**src/rtl/urtfc_regs.svh**
```systemverilog
`ifndef URTFC_REGS_SVH
`define URTFC_REGS_SVH
// ****************
// register offsets
// ****************
`define URT_OFF_DATA 3'h0
`define URT_OFF_IER 3'h1
`define URT_OFF_FIFO 3'h2
`define URT_OFF_LINE 3'h3
`define URT_OFF_MODEM 3'h4
`define URT_OFF_LSTAT 3'h5
`define URT_OFF_MSTAT 3'h6
`define URT_OFF_SCRATCH 3'h7
// ****************
// field positions
// ****************
`define URT_LINE_DIVSEL 7
`define URT_LINE_BREAK 6
`define URT_LINE_STICK 5
`define URT_LINE_EVEN 4
`define URT_LINE_PAR 3
`define URT_LINE_STOP 2
`define URT_FIFO_EN 0
`define URT_FIFO_RXCLR 1
`define URT_FIFO_TXCLR 2
`define URT_IER_RDA 0
`define URT_IER_THRE 1
`define URT_IER_RLS 2
`define URT_IER_MS 3
`define URT_MODEM_DTR 0
`define URT_MODEM_RTS 1
// ****************
// reset values and counts
// ****************
`define URT_DIV_RST 16'h0000
`define URT_CLK_HZ 125000000
`define URT_BASE_BAUD 115200
`define URT_OVERSAMPLE 16
`define URT_REF_HZ (`URT_BASE_BAUD * `URT_OVERSAMPLE)
`define URT_FIFO_DEPTH 5'h10
`define URT_MID_TICK 4'h7
`define URT_LAST_TICK 4'hF
`define URT_TRIG_1 5'h01
`define URT_TRIG_4 5'h04
`define URT_TRIG_8 5'h08
`define URT_TRIG_14 5'h0E
`endif

```
**src/rtl/urtfc_pkg.sv**
```systemverilog
package urtfc_pkg;
  typedef enum logic [1:0] {RX_IDLE, RX_START, RX_BITS, RX_STOP} urtfc_rx_state_t;
  typedef enum logic {TX_IDLE, TX_SHIFT} urtfc_tx_state_t;

  // keeps only the selected word length, 5 to 8 bits
  function automatic logic [7:0] urtfc_mask(input logic [7:0] d, input logic [1:0] wl);
    return d & (8'hFF >> (2'h3 - wl));
  endfunction : urtfc_mask

  function automatic logic urtfc_parity(input logic [7:0] d, input logic even, input logic stick);
    if (stick) begin
      return !even;
    end
    return even ? ^d : ~^d;
  endfunction : urtfc_parity
endpackage : urtfc_pkg

```
**src/rtl/urtfc_core.sv**
```systemverilog
`timescale 1ns/10ps
`default_nettype none
`include "urtfc_regs.svh"
module urtfc_core (
  input wire logic clk_in,
  input wire logic rst_in,
  input wire logic [2:0] addr_in,
  input wire logic wr_in,
  input wire logic rd_in,
  input wire logic [7:0] wdata_in,
  output logic [7:0] rdata_out,
  input wire logic rxd_in,
  output logic txd_out,
  input wire logic cts_in,
  input wire logic dsr_in,
  input wire logic ri_in,
  input wire logic dcd_in,
  output logic dtr_out,
  output logic rts_out,
  output logic irq_out
);
  import urtfc_pkg::*;
  // ****************
  // registers
  // ****************
  logic [15:0] divisor;
  logic [3:0] ier;
  logic fifo_en;
  logic [1:0] trig;
  logic [7:0] line_ctl;
  logic [1:0] modem_ctl;
  logic [7:0] scratch;
  logic div_sel;
  logic tx_push;
  logic rx_pop;
  logic fifo_wr;
  logic rx_clr;
  logic tx_clr;
  logic [4:0] lim;
  logic lstat_rd;
  logic mstat_rd;

  assign div_sel = line_ctl[`URT_LINE_DIVSEL];
  assign tx_push = wr_in && addr_in == `URT_OFF_DATA && !div_sel;
  assign rx_pop = rd_in && addr_in == `URT_OFF_DATA && !div_sel;
  assign fifo_wr = wr_in && addr_in == `URT_OFF_FIFO;
  // toggling the enable also flushes, so stale bytes never cross modes
  assign rx_clr = fifo_wr && (wdata_in[`URT_FIFO_RXCLR] || wdata_in[`URT_FIFO_EN] != fifo_en);
  assign tx_clr = fifo_wr && (wdata_in[`URT_FIFO_TXCLR] || wdata_in[`URT_FIFO_EN] != fifo_en);
  assign lim = fifo_en ? `URT_FIFO_DEPTH : 5'h01;
  assign lstat_rd = rd_in && addr_in == `URT_OFF_LSTAT;
  assign mstat_rd = rd_in && addr_in == `URT_OFF_MSTAT;

  always_ff @(posedge clk_in or posedge rst_in) begin
    if (rst_in) begin
      divisor <= `URT_DIV_RST;
      ier <= 4'h0;
      fifo_en <= 1'b0;
      trig <= 2'h0;
      line_ctl <= 8'h00;
      modem_ctl <= 2'h0;
      scratch <= 8'h00;
    end else if (wr_in) begin
      case (addr_in)
        `URT_OFF_DATA: if (div_sel) divisor[7:0] <= wdata_in;
        `URT_OFF_IER: begin
          if (div_sel) begin
            divisor[15:8] <= wdata_in;
          end else begin
            ier <= wdata_in[3:0];
          end
        end
        `URT_OFF_FIFO: begin
          fifo_en <= wdata_in[`URT_FIFO_EN];
          trig <= wdata_in[7:6];
        end
        `URT_OFF_LINE: line_ctl <= wdata_in;
        `URT_OFF_MODEM: modem_ctl <= wdata_in[1:0];
        `URT_OFF_SCRATCH: scratch <= wdata_in;
        default: ;
      endcase
    end
  end

  // ****************
  // baud ticks
  // ****************
  // a 1.8432 MHz reference is made by phase accumulation, so the
  // rate is exact on average with one clock of jitter per tick
  logic [27:0] acc;
  logic ref_tick;
  logic [15:0] div_cnt;
  logic tick16;

  always_ff @(posedge clk_in or posedge rst_in) begin
    if (rst_in) begin
      acc <= 28'h0000000;
      ref_tick <= 1'b0;
    end else if (acc >= 28'(`URT_CLK_HZ - `URT_REF_HZ)) begin
      acc <= acc + 28'(`URT_REF_HZ) - 28'(`URT_CLK_HZ);
      ref_tick <= 1'b1;
    end else begin
      acc <= acc + 28'(`URT_REF_HZ);
      ref_tick <= 1'b0;
    end
  end

  // divisor 0 halts the line
  always_ff @(posedge clk_in or posedge rst_in) begin
    if (rst_in) begin
      div_cnt <= 16'h0000;
      tick16 <= 1'b0;
    end else begin
      tick16 <= 1'b0;
      if (ref_tick && divisor != 16'h0000) begin
        if (div_cnt >= divisor - 16'h0001) begin
          div_cnt <= 16'h0000;
          tick16 <= 1'b1;
        end else begin
          div_cnt <= div_cnt + 16'h0001;
        end
      end
    end
  end

  // ****************
  // transmit path
  // ****************
  logic [4:0] tx_count;
  logic [7:0] tx_head;
  logic tx_take;
  logic tx_busy;
  logic tx_line;

  urtfc_fifo #(.W(8)) u_tx_fifo (
    .clk_in(clk_in),
    .rst_in(rst_in),
    .clr_in(tx_clr),
    .lim_in(lim),
    .push_in(tx_push),
    .push_data_in(wdata_in),
    .pop_in(tx_take),
    .count_out(tx_count),
    .head_out(tx_head)
  );

  urtfc_tx u_tx (
    .clk_in(clk_in),
    .rst_in(rst_in),
    .tick_in(tick16),
    .valid_in(tx_count != 5'h00),
    .data_in(tx_head),
    .fmt_in(line_ctl[5:0]),
    .take_out(tx_take),
    .busy_out(tx_busy),
    .line_out(tx_line)
  );

  always_ff @(posedge clk_in or posedge rst_in) begin
    if (rst_in) begin
      txd_out <= 1'b1;
    end else begin
      txd_out <= tx_line && !line_ctl[`URT_LINE_BREAK];
    end
  end

  // ****************
  // receive path
  // ****************
  urtfc_rx_state_t rx_state;
  logic rx_prev;
  logic [3:0] rx_tcnt;
  logic [3:0] rx_idx;
  logic [8:0] rx_sh;
  logic rx_done;
  logic [10:0] rx_word;
  logic [4:0] rx_count;
  logic [10:0] rx_head;
  logic [3:0] rx_len;
  logic [3:0] rx_last;
  logic [7:0] rx_data;
  logic rx_pe;

  assign rx_len = 4'h5 + 4'(line_ctl[1:0]);
  assign rx_last = rx_len + 4'(line_ctl[`URT_LINE_PAR]) - 4'h1;
  assign rx_data = urtfc_mask(rx_sh[7:0], line_ctl[1:0]);
  assign rx_pe = line_ctl[`URT_LINE_PAR] && (rx_sh[rx_len] !=
    urtfc_parity(rx_data, line_ctl[`URT_LINE_EVEN], line_ctl[`URT_LINE_STICK]));

  always_ff @(posedge clk_in or posedge rst_in) begin
    if (rst_in) begin
      rx_state <= RX_IDLE;
      rx_prev <= 1'b1;
      rx_tcnt <= 4'h0;
      rx_idx <= 4'h0;
      rx_sh <= 9'h000;
      rx_done <= 1'b0;
      rx_word <= 11'h000;
    end else begin
      rx_prev <= rxd_in;
      rx_done <= 1'b0;
      case (rx_state)
        RX_IDLE: begin
          rx_tcnt <= 4'h0;
          if (rx_prev && !rxd_in) rx_state <= RX_START;
        end
        RX_START: if (tick16) begin
          rx_tcnt <= rx_tcnt + 4'h1;
          if (rx_tcnt == `URT_MID_TICK) begin
            rx_tcnt <= 4'h0;
            rx_idx <= 4'h0;
            rx_sh <= 9'h000;
            rx_state <= rxd_in ? RX_IDLE : RX_BITS;
          end
        end
        RX_BITS: if (tick16) begin
          rx_tcnt <= rx_tcnt + 4'h1;
          if (rx_tcnt == `URT_LAST_TICK) begin
            rx_sh[rx_idx] <= rxd_in;
            rx_idx <= rx_idx + 4'h1;
            if (rx_idx == rx_last) rx_state <= RX_STOP;
          end
        end
        RX_STOP: if (tick16) begin
          rx_tcnt <= rx_tcnt + 4'h1;
          if (rx_tcnt == `URT_LAST_TICK) begin
            // flags sit above the data: break, framing, parity
            rx_word <= {!rxd_in && rx_sh == 9'h000, !rxd_in, rx_pe, rx_data};
            rx_done <= 1'b1;
            rx_state <= RX_IDLE;
          end
        end
        default: rx_state <= RX_IDLE;
      endcase
    end
  end

  urtfc_fifo #(.W(11)) u_rx_fifo (
    .clk_in(clk_in),
    .rst_in(rst_in),
    .clr_in(rx_clr),
    .lim_in(lim),
    .push_in(rx_done),
    .push_data_in(rx_word),
    .pop_in(rx_pop),
    .count_out(rx_count),
    .head_out(rx_head)
  );

  // ****************
  // status
  // ****************
  logic overrun;
  logic [4:0] err_cnt;
  logic err_in;
  logic err_out;
  logic [3:0] lvl;
  logic [3:0] delta;
  logic [7:0] lstat;
  logic [4:0] trig_lvl;
  logic pending;

  assign err_in = rx_done && |rx_word[10:8] && rx_count < lim;
  assign err_out = rx_pop && |rx_head[10:8] && rx_count != 5'h00;

  always_ff @(posedge clk_in or posedge rst_in) begin
    if (rst_in) begin
      overrun <= 1'b0;
    end else if (rx_done && rx_count >= lim) begin
      overrun <= 1'b1; // set wins over the read that clears it
    end else if (lstat_rd) begin
      overrun <= 1'b0;
    end
  end

  always_ff @(posedge clk_in or posedge rst_in) begin
    if (rst_in) begin
      err_cnt <= 5'h00;
    end else if (rx_clr) begin
      err_cnt <= 5'h00;
    end else begin
      err_cnt <= err_cnt + 5'(err_in) - 5'(err_out);
    end
  end

  // inputs are clocked already, so one register is the whole history
  always_ff @(posedge clk_in or posedge rst_in) begin
    if (rst_in) begin
      lvl <= 4'h0;
      delta <= 4'h0;
    end else begin
      lvl <= {dcd_in, ri_in, dsr_in, cts_in};
      delta <= (mstat_rd ? 4'h0 : delta) | {dcd_in != lvl[3], lvl[2] && !ri_in, dsr_in != lvl[1],
        cts_in != lvl[0]};
    end
  end

  assign lstat = {err_cnt != 5'h00, tx_count == 5'h00 && !tx_busy, tx_count == 5'h00,
    rx_head[10:8] & {3{rx_count != 5'h00}}, overrun, rx_count != 5'h00};

  always_comb begin
    case (trig)
      2'h0: trig_lvl = `URT_TRIG_1;
      2'h1: trig_lvl = `URT_TRIG_4;
      2'h2: trig_lvl = `URT_TRIG_8;
      default: trig_lvl = `URT_TRIG_14;
    endcase
    if (!fifo_en) trig_lvl = `URT_TRIG_1;
  end

  assign pending = (ier[`URT_IER_RDA] && rx_count >= trig_lvl) ||
    (ier[`URT_IER_THRE] && lstat[5]) || (ier[`URT_IER_RLS] && |lstat[4:1]) ||
    (ier[`URT_IER_MS] && |delta);

  // ****************
  // outputs
  // ****************
  always_ff @(posedge clk_in or posedge rst_in) begin
    if (rst_in) begin
      irq_out <= 1'b0;
      dtr_out <= 1'b0;
      rts_out <= 1'b0;
      rdata_out <= 8'h00;
    end else begin
      irq_out <= pending;
      dtr_out <= modem_ctl[`URT_MODEM_DTR];
      rts_out <= modem_ctl[`URT_MODEM_RTS];
      if (rd_in) begin
        case (addr_in)
          `URT_OFF_DATA: rdata_out <= div_sel ? divisor[7:0] : rx_head[7:0];
          `URT_OFF_IER: rdata_out <= div_sel ? divisor[15:8] : {4'h0, ier};
          `URT_OFF_LINE: rdata_out <= line_ctl;
          `URT_OFF_MODEM: rdata_out <= {6'h00, modem_ctl};
          `URT_OFF_LSTAT: rdata_out <= lstat;
          `URT_OFF_MSTAT: rdata_out <= {lvl, delta};
          `URT_OFF_SCRATCH: rdata_out <= scratch;
          default: rdata_out <= 8'h00;
        endcase
      end
    end
  end
endmodule : urtfc_core
`default_nettype wire

```
**src/rtl/urtfc_fifo.sv**
```systemverilog
`timescale 1ns/10ps
`default_nettype none
`include "urtfc_regs.svh"
module urtfc_fifo #(
  parameter int W = 8
) (
  input wire logic clk_in,
  input wire logic rst_in,
  input wire logic clr_in,
  input wire logic [4:0] lim_in,
  input wire logic push_in,
  input wire logic [W-1:0] push_data_in,
  input wire logic pop_in,
  output logic [4:0] count_out,
  output logic [W-1:0] head_out
);
  import urtfc_pkg::*;
  logic [W-1:0] mem [0:15];
  logic [3:0] wr_ptr;
  logic [3:0] rd_ptr;
  logic push_ok;
  logic pop_ok;
  logic [3:0] next_rd;

  assign push_ok = push_in && (count_out < lim_in);
  assign pop_ok = pop_in && (count_out != 5'h00);
  assign next_rd = clr_in ? wr_ptr : rd_ptr + 4'(pop_ok);

  always_ff @(posedge clk_in) begin
    if (push_ok) begin
      mem[wr_ptr] <= push_data_in;
    end
  end

  always_ff @(posedge clk_in or posedge rst_in) begin
    if (rst_in) begin
      wr_ptr <= 4'h0;
      rd_ptr <= 4'h0;
      count_out <= 5'h00;
    end else if (clr_in) begin
      rd_ptr <= wr_ptr;
      count_out <= 5'h00;
    end else begin
      wr_ptr <= wr_ptr + 4'(push_ok);
      rd_ptr <= next_rd;
      count_out <= count_out + 5'(push_ok) - 5'(pop_ok);
    end
  end

  // head looks ahead so it is valid in the same cycle as the count
  always_ff @(posedge clk_in or posedge rst_in) begin
    if (rst_in) begin
      head_out <= '0;
    end else if (push_ok && wr_ptr == next_rd) begin
      head_out <= push_data_in;
    end else begin
      head_out <= mem[next_rd];
    end
  end
endmodule : urtfc_fifo
`default_nettype wire

```
**src/rtl/urtfc_tx.sv**
```systemverilog
`timescale 1ns/10ps
`default_nettype none
`include "urtfc_regs.svh"
module urtfc_tx (
  input wire logic clk_in,
  input wire logic rst_in,
  input wire logic tick_in,
  input wire logic valid_in,
  input wire logic [7:0] data_in,
  input wire logic [5:0] fmt_in,
  output logic take_out,
  output logic busy_out,
  output logic line_out
);
  import urtfc_pkg::*;
  urtfc_tx_state_t state;
  logic [11:0] sh;
  logic [3:0] left;
  logic [3:0] tcnt;
  logic [3:0] len;
  logic [2:0] tail;
  logic [11:0] body;
  logic [11:0] frame;
  logic [3:0] nbits;
  logic [7:0] md;

  assign len = 4'h5 + 4'(fmt_in[1:0]);
  assign md = urtfc_mask(data_in, fmt_in[1:0]);
  assign tail = fmt_in[`URT_LINE_PAR] ?
    {2'b11, urtfc_parity(md, fmt_in[`URT_LINE_EVEN], fmt_in[`URT_LINE_STICK])} : 3'b111;
  assign body = (12'(tail) << len) | 12'(md);
  assign frame = {body[10:0], 1'b0}; // start low, data lsb first, parity, stops high
  assign nbits = 4'h1 + len + 4'(fmt_in[`URT_LINE_PAR]) + (fmt_in[`URT_LINE_STOP] ? 4'h2 : 4'h1);
  assign take_out = valid_in && state == TX_IDLE;
  assign busy_out = state != TX_IDLE;

  always_ff @(posedge clk_in or posedge rst_in) begin
    if (rst_in) begin
      state <= TX_IDLE;
      sh <= 12'hFFF;
      left <= 4'h0;
      tcnt <= 4'h0;
      line_out <= 1'b1;
    end else begin
      case (state)
        TX_IDLE: begin
          line_out <= 1'b1;
          if (valid_in) begin
            sh <= frame;
            left <= nbits - 4'h1;
            tcnt <= 4'h0;
            line_out <= frame[0];
            state <= TX_SHIFT;
          end
        end
        TX_SHIFT: begin
          if (tick_in) begin
            tcnt <= tcnt + 4'h1;
            if (tcnt == `URT_LAST_TICK) begin
              if (left == 4'h0) begin
                line_out <= 1'b1;
                state <= TX_IDLE;
              end else begin
                sh <= {1'b1, sh[11:1]};
                line_out <= sh[1];
                left <= left - 4'h1;
              end
            end
          end
        end
        default: state <= TX_IDLE;
      endcase
    end
  end
endmodule : urtfc_tx
`default_nettype wire

```
**config.mk**
```make
export PLATFORM = sky130hd
export DESIGN_NAME = urtfc_core
export DESIGN_NICKNAME = d
export VERILOG_FILES = /design/src/rtl/urtfc_pkg.sv /design/src/rtl/urtfc_core.sv /design/src/rtl/urtfc_fifo.sv /design/src/rtl/urtfc_tx.sv
export VERILOG_INCLUDE_DIRS = /design/src /design/src/rtl
export SDC_FILE = /design/constraint.sdc
export NUM_CORES = 1
export LEC_CHECK = 0
export BUFFER_PORTS_ARGS = -buffer_cell sky130_fd_sc_hd__buf_2
export CAP_MARGIN = 20
export CORE_MARGIN = 4
export CORE_UTILIZATION = 60
export CTS_BUF_LIST = sky130_fd_sc_hd__clkbuf_4 sky130_fd_sc_hd__clkbuf_8 sky130_fd_sc_hd__clkbuf_16
export DETAILED_ROUTE_END_ITERATION = 10
export MAX_ROUTING_LAYER = met4
export PLACE_DENSITY = 0.82
export RECOVER_POWER = 100
export SLEW_MARGIN = 10
export SYNTH_ARGS = -nofsm -noshare
export SYNTH_HDL_FRONTEND = slang
export SYNTH_SLANG_ARGS = --single-unit
```
**constraint.sdc**
```tcl
create_clock -name clk_in -period 12.7 [get_ports clk_in]
set_input_delay 1.27 -clock clk_in [delete_from_list [all_inputs] [get_ports clk_in]]
set_output_delay 1.27 -clock clk_in [all_outputs]
set_load 0.1 [all_outputs]
```
* After elaboration in Yosys (flattened, before gate mapping) *
Memories as Yosys holds them, arrays and structs flattened. A register that Yosys moved wholly into a read port is not among the register bits.
Cells that the tools add are included.

word-level totals
  flip-flop bits (word level) = 193
  memory bits (writable) = 304
  input port bits = 20
  output and inout port bits = 12
  logic and storage cells = 284
  memories = 2

operators by class
  add/subtract/negate cells = 26
  order comparisons = 9
  equal/unequal tests = 34
  shift-type cells = 2
  multiplexer cells = 88
  bitwise logic cells = 7
  reduce and logical (&&, ||, !) cells = 77

memories
  memory         words  width  rd ports  clocked after memory_dff  write ports  line              source
  u_rx_fifo.mem  16     11     1         1                         1            urtfc_fifo.sv:18  logic [W-1:0] mem [0:15];
  u_tx_fifo.mem  16     8      1         1                         1            urtfc_fifo.sv:18

operators by type and width
  kind                                                                      count
  4-bit 2-to-1 mux                                                          18
  8-bit one-hot mux with 7 select lines                                     1
  12-bit 2-to-1 mux                                                         4
  9-bit 2-to-1 mux                                                          4
  1-bit logical AND                                                         31
  1-bit 2-to-1 mux                                                          29
  28-bit by 21-bit adder with 28-bit output (second input constant)         1
  28-bit by 27-bit >= comparator with 1-bit output (second input constant)  1
  28-bit 2-to-1 mux                                                         1
  28-bit by 27-bit subtractor with 28-bit output (second input constant)    1
  5-bit 2-to-1 mux                                                          5
  4-bit by 1-bit adder with 4-bit output                                    6
  12-bit one-hot mux with 2 select lines                                    1
  4-bit one-hot mux with 2 select lines                                     3
  4-bit one-hot mux with 3 select lines                                     2
  2-bit inequality test (second input constant)                             11
  2-bit 2-to-1 mux                                                          10
  9-bit one-hot mux with 2 select lines                                     1
  16-bit by 1-bit adder with 16-bit output (second input constant)          1
  8-bit AND                                                                 2
  16-bit >= comparator                                                      1
  16-bit 2-to-1 mux                                                         1
  8-bit 2-to-1 mux                                                          2
  16-bit nonzero test                                                       1
  53 further kinds                                                          105

* Logic depth before layout (Yosys ltp) *
Gate-level depths: netlist of the first run.

  depth in word-level cells = 11
  depth in mapped cells = 17
  mapped depth without buffers = 16

* Cells and area by module *
From an unflattened synthesis of the first run, not the netlist that was laid out.

second synthesis, totals
  cells, all modules = 2103
  area total of the unflattened synthesis = 24323.3 µm²

modules (own cells, without submodules)
  module                   times used  cells an instance  area an instance (µm²)  seq. area each (µm²)
  urtfc_core               1           860                8311.7                  3480.8
  urtfc_fifo at u_rx_fifo  1           609                8251.7                  5885.6
  urtfc_fifo at u_tx_fifo  1           474                6316.1                  4369.2
  urtfc_tx                 1           160                1443.9                  540.5

* Worst setup path after synthesis of the first run *
Ideal clock, no wire load.

  path type = input to register
  start = input addr_in[1]
  end = memory u_tx_fifo.mem[0][0] (enable)
  setup time = 383 ps
  data arrival time = 3496 ps
  required time = 12317 ps
  setup slack = 8820 ps
  cell stages on the path = 6
  path buffers = 1
  path through = clkbuf_1 nor3_2 nand2_1 a2111oi_2 or3b_2 nor3_1

on the way
  word-level cells in the longest chain between the ends = 6

ends and longest elaborated chain
  item                                    line              source
  from (decl)                             urtfc_core.sv:7   input wire logic [2:0] addr_in,
  3-bit logical NOT                       -
  1-bit logical AND (no line)             -
  1-bit logical AND                       urtfc_core.sv:44  assign tx_push = wr_in && addr_in == `URT_OFF_DATA && !div_sel;
  1-bit logical AND                       urtfc_fifo.sv:25  assign push_ok = push_in && (count_out < lim_in);
  1-bit 2-to-1 mux                        urtfc_fifo.sv:30  if (push_ok) begin
  1-bit 2-to-1 mux (implied by the code)  urtfc_fifo.sv:31  mem[wr_ptr] <= push_data_in;
  to (decl)                               urtfc_fifo.sv:18

Every way passes these cells.

* Worst setup path in the final report of the first run *
  start = input wdata_in[0]
  end = register u_rx_fifo.head_out[8], read port of u_rx_fifo.mem

on the way
  word-level cells in the longest chain between the ends = 4

ends and longest elaborated chain
  item                   line              source
  from (decl)            urtfc_core.sv:10  input wire logic [7:0] wdata_in,
  1-bit inequality test  urtfc_core.sv:48  assign rx_clr = fifo_wr && (wdata_in[`URT_FIFO_RXCLR] || wdata_in[`URT_FIFO_EN] != fifo_en);
  1-bit logical OR       urtfc_core.sv:48
  1-bit logical AND      urtfc_core.sv:48
  4-bit 2-to-1 mux       urtfc_fifo.sv:27  assign next_rd = clr_in ? wr_ptr : rd_ptr + 4'(pop_ok);
  to (decl)              urtfc_fifo.sv:15  output logic [W-1:0] head_out

Every way passes these cells.
A chain may end at the register's enable or synchronous reset.

==> impl_results.md, run 1 <==
* Total CTS buffers at 51
* Initial DRC count at 2091
* Final WL at 54.9 mm
* WP data arrival at 8430 ps
* First-pass GRT wire length at 87.9 mm
* Worst Hold Endpoint: rts_out
* Flops & latches, synth at 509
* Synth Warn # at 0
* Setup slack at placement at 7330 ps
* Gr ovfl total at 0
* LEAKAGE at 9.93 nW
* Synth top area share at 38.3%
* Reg2Reg Setup Slack at 5810 ps
* Layout cell share with drive strength beyond 1 at 9.46%
* Most common cell after layout, fill and taps aside: nand2_1
* Clk pin slew, worst setup/hold paths at 70 ps
* Hold Path Cell Cnt at 0
* FP Rows at 72
* Vias/cell at 6.25
* Crit path required time at 13160 ps
* Fin crit period at 7970 ps
* Critical Path Slowest Stage Cell: clkbuf_1
* R2R Path End: u_rx_fifo.head_out[8]
* Reg2reg start: fifo_en
* CTS H-tree lvls at 2
* Hold Fails Final Rpt at 0
* Final Instance Area at 26100 um2
* Max-cap viol count at 6
* Die X at 207 um
* GPL Wtd Cong at 0.914
* Nets at 2141
* Setup_tns at 0 ps
* Final worst-path cycle share at 62.7%
* Worst Reg-to-Reg Cells at 11
* Vias in the first global route at 16200
* Setup violations, final at 0
* Post-CTS setup buffer count at 0
* Pre-antenna DRT Iters at 6
* Post-CTS Hold Buffers at 0
* Initial cell density of the core at 61.2%
* Total number of vias at 16300
* Crit path max fanout at 66
* Combinational fraction of design power at 21.9%
* Synth top area cells: edfxtp_1 38%, dfrtp_1 20%, nand2_1 4.9%, ha_1 4.0%, mux2_2 2.5%
* Hold Path Class: flip-flop to flip-flop
* Clk_lat worst skew at 610 ps
* Worst Skew at 39.9 ps
* CP peak stage delay at 2030 ps
* Net Switching at 1.41 mW
* Slew headroom at -312%
* Clock power share at 35.0%
* Clock root cell: clkbuf_16
* Core box area at 38900 um2
* Fin worst setup slack at 4730 ps
* DIE AREA at 42900 um2
* Pint at 3.22 mW
* Post-DP Area at 24400 um2
* Post-route DRC at 0
* Crit-path cells: clkbuf_1 > xor2_1 > o21ai_0 > mux2i_4 > clkbuf_1 > inv_1 > buf_12 > nand2_1 > and3_1 > a311oi_1 > o21ai_0 > o221ai_1
* I/O pin count at 32
* Register area share after synthesis at 60.0%
* Max IR drop VDD at 0.132 mV
* Failing checks: max-capacitance violations, max-slew violations
* Yosys cell types at 87
* Status: complete, but fails checks
* Syn-to-layout area delta at 9.60%
* Number of routed nets with antenna violations at 0
* EDFF count, synth at 304
* Top_reg_cell synth: edfxtp_1
* Seq pwr share at 43.0%
* Post-synthesis cell area at 23800 um2
* CTS tree: built
* Final slew viol count at 316
* Critical path class: primary input to flip-flop
* CTS Sinks at 509
* Initial antenna violation count at 0
* Ys async rst share at 40.3%
* GR Util All Layers at 26.0%
* Most frequent cells in the layout: 312 x nand2_1, 304 x edfxtp_1, 191 x dfrtp_1, 146 x nor2_1, 109 x o21ai_0
* ANT cells at 0
* CTS resizes at 0
* Post-synth top area cell: edfxtp_1
* Post-DP HPWL at 35.6 mm
* WL/cell at 21.1 um
* Slew @ Worst Pin at 6150 ps
* RSZ-0062 raised after global routing: no
* Largest net degree at the start of global routing at 140
* Fmax at 0.126 GHz
* Pwr Density at 177 nW/um2
* CP startpoint kind: primary input
* Mapped Cells at 2020
* Syn Nets at 2121
* Worst Setup End Kind: flip-flop
* Die height at 207 um
* Max clock buf depth at 3
* Min-delay src: modem_ctl[1]
* Switching share of power at 30.4%
* Synthesized area per cell at 11.8 um2
* Port Buf Inserts at 31
## sequential cells by signal, indices dropped and copies added, names as in the netlist, 8 cells and up, named ones only
register / flops
acc: 22
line_ctl: 8
rx_sh: 9
rx_word: 11
u_rx_fifo.mem: 176
rdata_out: 8
scratch: 8
div_cnt: 16
u_tx_fifo.mem: 128
u_tx_fifo.head_out: 8
u_rx_fifo.head_out: 11
divisor: 16
u_tx.sh: 11
## cell type report
type,instances,area (um2)
sequential,509,14300
fill,2729,12800
multi-input combinational,1344,8800
clock buffer,61,1380
tap,518,648
clock inverter,35,450
inverter,74,279
timing repair buffer,60,269
## synth_stat cells (12+ instances only)
| cell type | number |
|---|---|
| nand2_1 | 312 |
| edfxtp_1 | 304 |
| dfrtp_1 | 191 |
| nor2_1 | 146 |
| o21ai_0 | 106 |
| ha_1 | 76 |
| inv_1 | 69 |
| xnor2_1 | 64 |
| a21oi_1 | 61 |
| nand3_1 | 60 |
| clkbuf_1 | 52 |
| mux2_2 | 52 |
| xor2_1 | 36 |
| nand4_1 | 31 |
| nor3_1 | 30 |
| and3_1 | 27 |
| a311oi_1 | 24 |
| buf_2 | 23 |
| and2_1 | 21 |
| mux2i_1 | 20 |
| mux4_2 | 19 |
| nand2b_1 | 19 |
| a31oi_1 | 17 |
| o22ai_1 | 16 |
| dfstp_2 | 14 |
| nor2b_1 | 14 |
| o211ai_1 | 14 |
| or3_1 | 13 |
| a211oi_1 | 12 |
## critical path: cells and delay by family
kind | cells | cell delay, ps
AOI/OAI and AO/OA | 4 | 1870
xor gates and xnor gates | 1 | 320
buffers and inverters | 4 | 4290
muxes | 1 | 380
and+or+nand+nor | 2 | 270
## metrics by stage
step	instances	util, %	hold slack (ps)	total power, mW
after floorplan	2020	-	366	2.74
after global placement	2492	62.5	407	2.97
after detailed placement	2498	62.7	418	3.02
after CTS	2594	67.4	427	4.64
after global routing	2601	67.1	437	4.83
final	2601	67.1	427	4.63
## power by group through the flow
stage / registers (mW) / clock network [mW] / logic, mW
2_1_floorplan: 2.01 / 0 / 0.726
3_3_place_gp: 2.02 / 0 / 0.957
3_5_place_dp: 2.02 / 0 / 0.999
4_1_cts: 1.99 / 1.64 / 1.01
5_1_grt: 2.00 / 1.71 / 1.12
6_report: 1.99 / 1.62 / 1.02
## worst max-delay path by stage
stage                 from                         end  cells after the start
2_1_floorplan       rst_in  asynchronous set/reset pin                      1
3_3_place_gp    addr_in[0]       u_rx_fifo.head_out[0]                     14
3_5_place_dp    addr_in[0]       u_rx_fifo.head_out[8]                     14
4_1_cts         addr_in[0]       u_rx_fifo.head_out[8]                     14
5_1_grt        wdata_in[0]       u_rx_fifo.head_out[4]                     12
6_report       wdata_in[0]       u_rx_fifo.head_out[8]                     12
## routing by layer
metal  track usage (%)  share of wire [%]  up-vias
met2              40.2                 48      709
li1                  -                  -     7366
met3              4.93                8.2      119
met5                 -                  0        -
met1              35.8                 41     8063
met4              7.50                2.7        0
## cells by family (layout without fill, tap and decap cells)
logic type | count (synthesis) | in the layout | synth area share, %
compound gates | 355 | 355 | 9.89
xor+xnor | 101 | 101 | 3.75
fa+ha+maj | 81 | 81 | 4.41
buf+inv | 167 | 230 | 2.95
flops | 509 | 509 | 60.0
mux | 93 | 93 | 5.21
simple gates | 714 | 714 | 13.8
(Power assumes the default switching activity.)
==> run 2: changes to the inputs <==
Settings changed: ABC_AREA set to 1.
Clock period 12.7 ns to 8 ns, I/O delays scaled along.
==> impl_results.md, run 2 <==
* Combinational fraction of design power at 29.1%
* Max IR drop VDD at 0.243 mV
* Largest family of logic cells by synthesized area: simple AND/OR/NAND/NOR gates
* Post-layout util at 66.1%
* GR Util All Layers at 27.2%
* Simple-gate area share of the yosys netlist at 21.7%
* WL/cell at 18.0 um
* Slew @ Worst Pin at 5710 ps
* Initial DRC count at 2167
* Post-synth top area cell: edfxtp_1
* CP startpoint kind: flip-flop
* Largest net degree at the start of global routing at 131
* Failing checks: max-capacitance violations, max-slew violations
* Fillers at 3061
* Worst Skew at 38.8 ps
* First-pass GRT wire length at 95.2 mm
* I/O pin count at 32
* Die X at 211 um
* Ys async rst share at 40.3%
* CTS Sinks at 509
* Worst Setup End Kind: flip-flop
* EDFF count, synth at 304
* Initial antenna violation count at 1
* Vias in the first global route at 18300
* Yosys cell types at 61
* Setup_tns at 0 ps
* Mapped Cells at 2645
* Pre-antenna DRT Iters at 9
* Synthesized area per cell at 9.38 um2
* Hold Fails Final Rpt at 0
* Most frequent cell after synthesis: nand2_1
* Seq pwr share at 39.4%
* Pwr Density at 297 nW/um2
* Max reg flops at 176
* CTS tree: built
* Met1 Use GR at 36.0%
* GR peak layer: met2
* Clk pin slew, worst setup/hold paths at 60 ps
* Top_reg_cell synth: edfxtp_1
* Cell Count, Final, Fillers Out at 3236
* Fin crit period at 5760 ps
* Post-CTS Hold Buffers at 0
* Most frequent cells after synthesis: 776 x nand2_1, 315 x inv_1, 304 x edfxtp_1
* Post-synthesis adder-cell area fraction at 4.24%
* Hold Path Cell Cnt at 1
* Final WL at 58.3 mm
* CTS resizes at 0
* Clk_lat worst skew at 610 ps
* Most common cell after layout, fill and taps aside: nand2_1
* Crit path max fanout at 47
* Top reg by flops: u_rx_fifo.mem
* Die height at 211 um
* Core box area at 40800 um2
* Fin worst setup slack at 2240 ps
* Gr ovfl total at 0
* Hold Path Class: primary input to flip-flop
* Hold slack at 308 ps
* WP data arrival at 6230 ps
* GR Layer Usage met3 at 4.12%
* Final Power at 8.01 mW
* Flops & latches, synth at 509
* Register area at 14300 um2
* Setup violations, final at 0
* Final worst-path cycle share at 72.0%
* CTS H-tree lvls at 2
* Biggest regs: u_rx_fifo.mem (176), u_tx_fifo.mem (128), acc (22)
* Worst Reg-to-Reg Cells at 15
* LEAKAGE at 12.0 nW
* Max clock buf depth at 3
* Multi-input gate area at 8840 um2
* GPL Wtd Cong at 0.963
* Post-CTS setup buffer count at 0
* FP Rows at 74
* Post-DP Area at 25300 um2
* Total number of vias at 18500
* Most frequent cells in the layout: 779 x nand2_1, 317 x inv_1, 304 x edfxtp_1, 238 x nand3_1, 191 x dfrtp_1
* Initial cell density of the core at 60.8%
* Setup slack at placement at 3310 ps
* RSZ-0062 raised after global routing: no
* Synth Warn # at 0
* Switching share of power at 35.2%
* Net Switching at 2.82 mW
* Number of routed nets with antenna violations at 0
* Max-cap viol count at 3
* Final slew viol count at 199
* Routing usage on met2 at 44.8%
* Post-route DRC at 0
* Register area share after synthesis at 57.5%
* Mux cell area share after synthesis at 0.282%
* Total CTS buffers at 53
* Synth top area cells: edfxtp_1 37%, dfrtp_1 19%, nand2_1 12%, nand3_1 4.8%, inv_1 4.8%
* Clock power share at 31.5%
* Syn-to-layout area delta at 8.84%
* Port Buf Inserts at 31
* Post-synthesis cell area at 24800 um2
* Critical path class: flip-flop to flip-flop
* Synth top area share at 36.8%
* Vias/cell at 5.71
* Crit path required time at 8470 ps
* Syn Nets at 2746
* Nets at 2760
* Compound-gate portion of the synthesized area at 6.81%
* Fmax at 0.174 GHz
* Pint at 5.19 mW
* Layout cell share with drive strength beyond 1 at 5.36%
* Clock root cell: clkbuf_16
* Synth Area in XOR/XNOR at 2.89%
* DIE AREA at 44700 um2
* Post-DP HPWL at 38.5 mm
* Final Instance Area at 27000 um2
* Slew headroom at -283%
* Status: complete, but fails checks
* DP Cell Count at 3133
-- run 2: area by class of cell --
type	instances	area share, %
Sequential cell	509	52.9
Multi-Input combinational cell	1727	32.7
Clock buffer	70	5.63
Inverter	329	4.58
Tap cell	532	2.46
Clock inverter	29	1.10
Timing Repair Buffer	39	0.607
Antenna cell	1	0.00927
-- run 2: path summary, 6_finish.rpt --
| kind | start | end | slack (ps) |
|---|---|---|---|
| setup / recovery | line_ctl[7] | u_rx_fifo.head_out[3] | 2240 |
| hold / removal | ri_in | lvl[2] | 310 |
| setup reg to reg | line_ctl[7] | u_rx_fifo.head_out[3] | 2240 |
| hold reg to reg | u_tx.line_out | txd_out | 460 |
| max in group asynchronous | rst_in | u_rx_fifo.rd_ptr[2] | 3240 |
| min in group asynchronous | rst_in | u_tx_fifo.wr_ptr[1] | 1970 |
-- run 2: critical path, cell delays in order, from the launching register on --
cell and delay (ps):
dfrtp_1 720, inv_1 350, nand3_1 230, nor2_1 90, ha_1 220, ha_1 270
nand2_1 70, nand2_1 80, clkbuf_1 1690, inv_2 970, nand2_1 330, nand3_1 160
nand3_1 150, nand2_1 120, nand2_1 80, nand2_1 60
-- run 2: layer usage --
metal	vias up	share of wire, %
li1	8776	-
met1	8841	40
met2	739	50
met3	132	7.1
met4	0	2.7
met5	-	0
-- run 2: logic make-up (layout without fill, tap and decap cells) --
| group | count (synthesis) | in the layout |
|---|---|---|
| flops | 509 | 509 |
| xor+xnor | 82 | 82 |
| simple gates | 1271 | 1271 |
| other cells | 0 | 1 |
| compound gates | 286 | 286 |
| fa+ha+maj | 81 | 81 |
| buf+inv | 409 | 467 |
| mux | 7 | 7 |
-- run 2: power groups by stage --
stage	registers, mW	clock network [mW]	logic [mW]
after floorplan	3.22	0	1.70
after global placement	3.20	0	2.20
after detailed placement	3.20	0	2.29
after CTS	3.15	2.56	2.32
after global routing	3.17	2.68	2.63
final	3.16	2.53	2.33
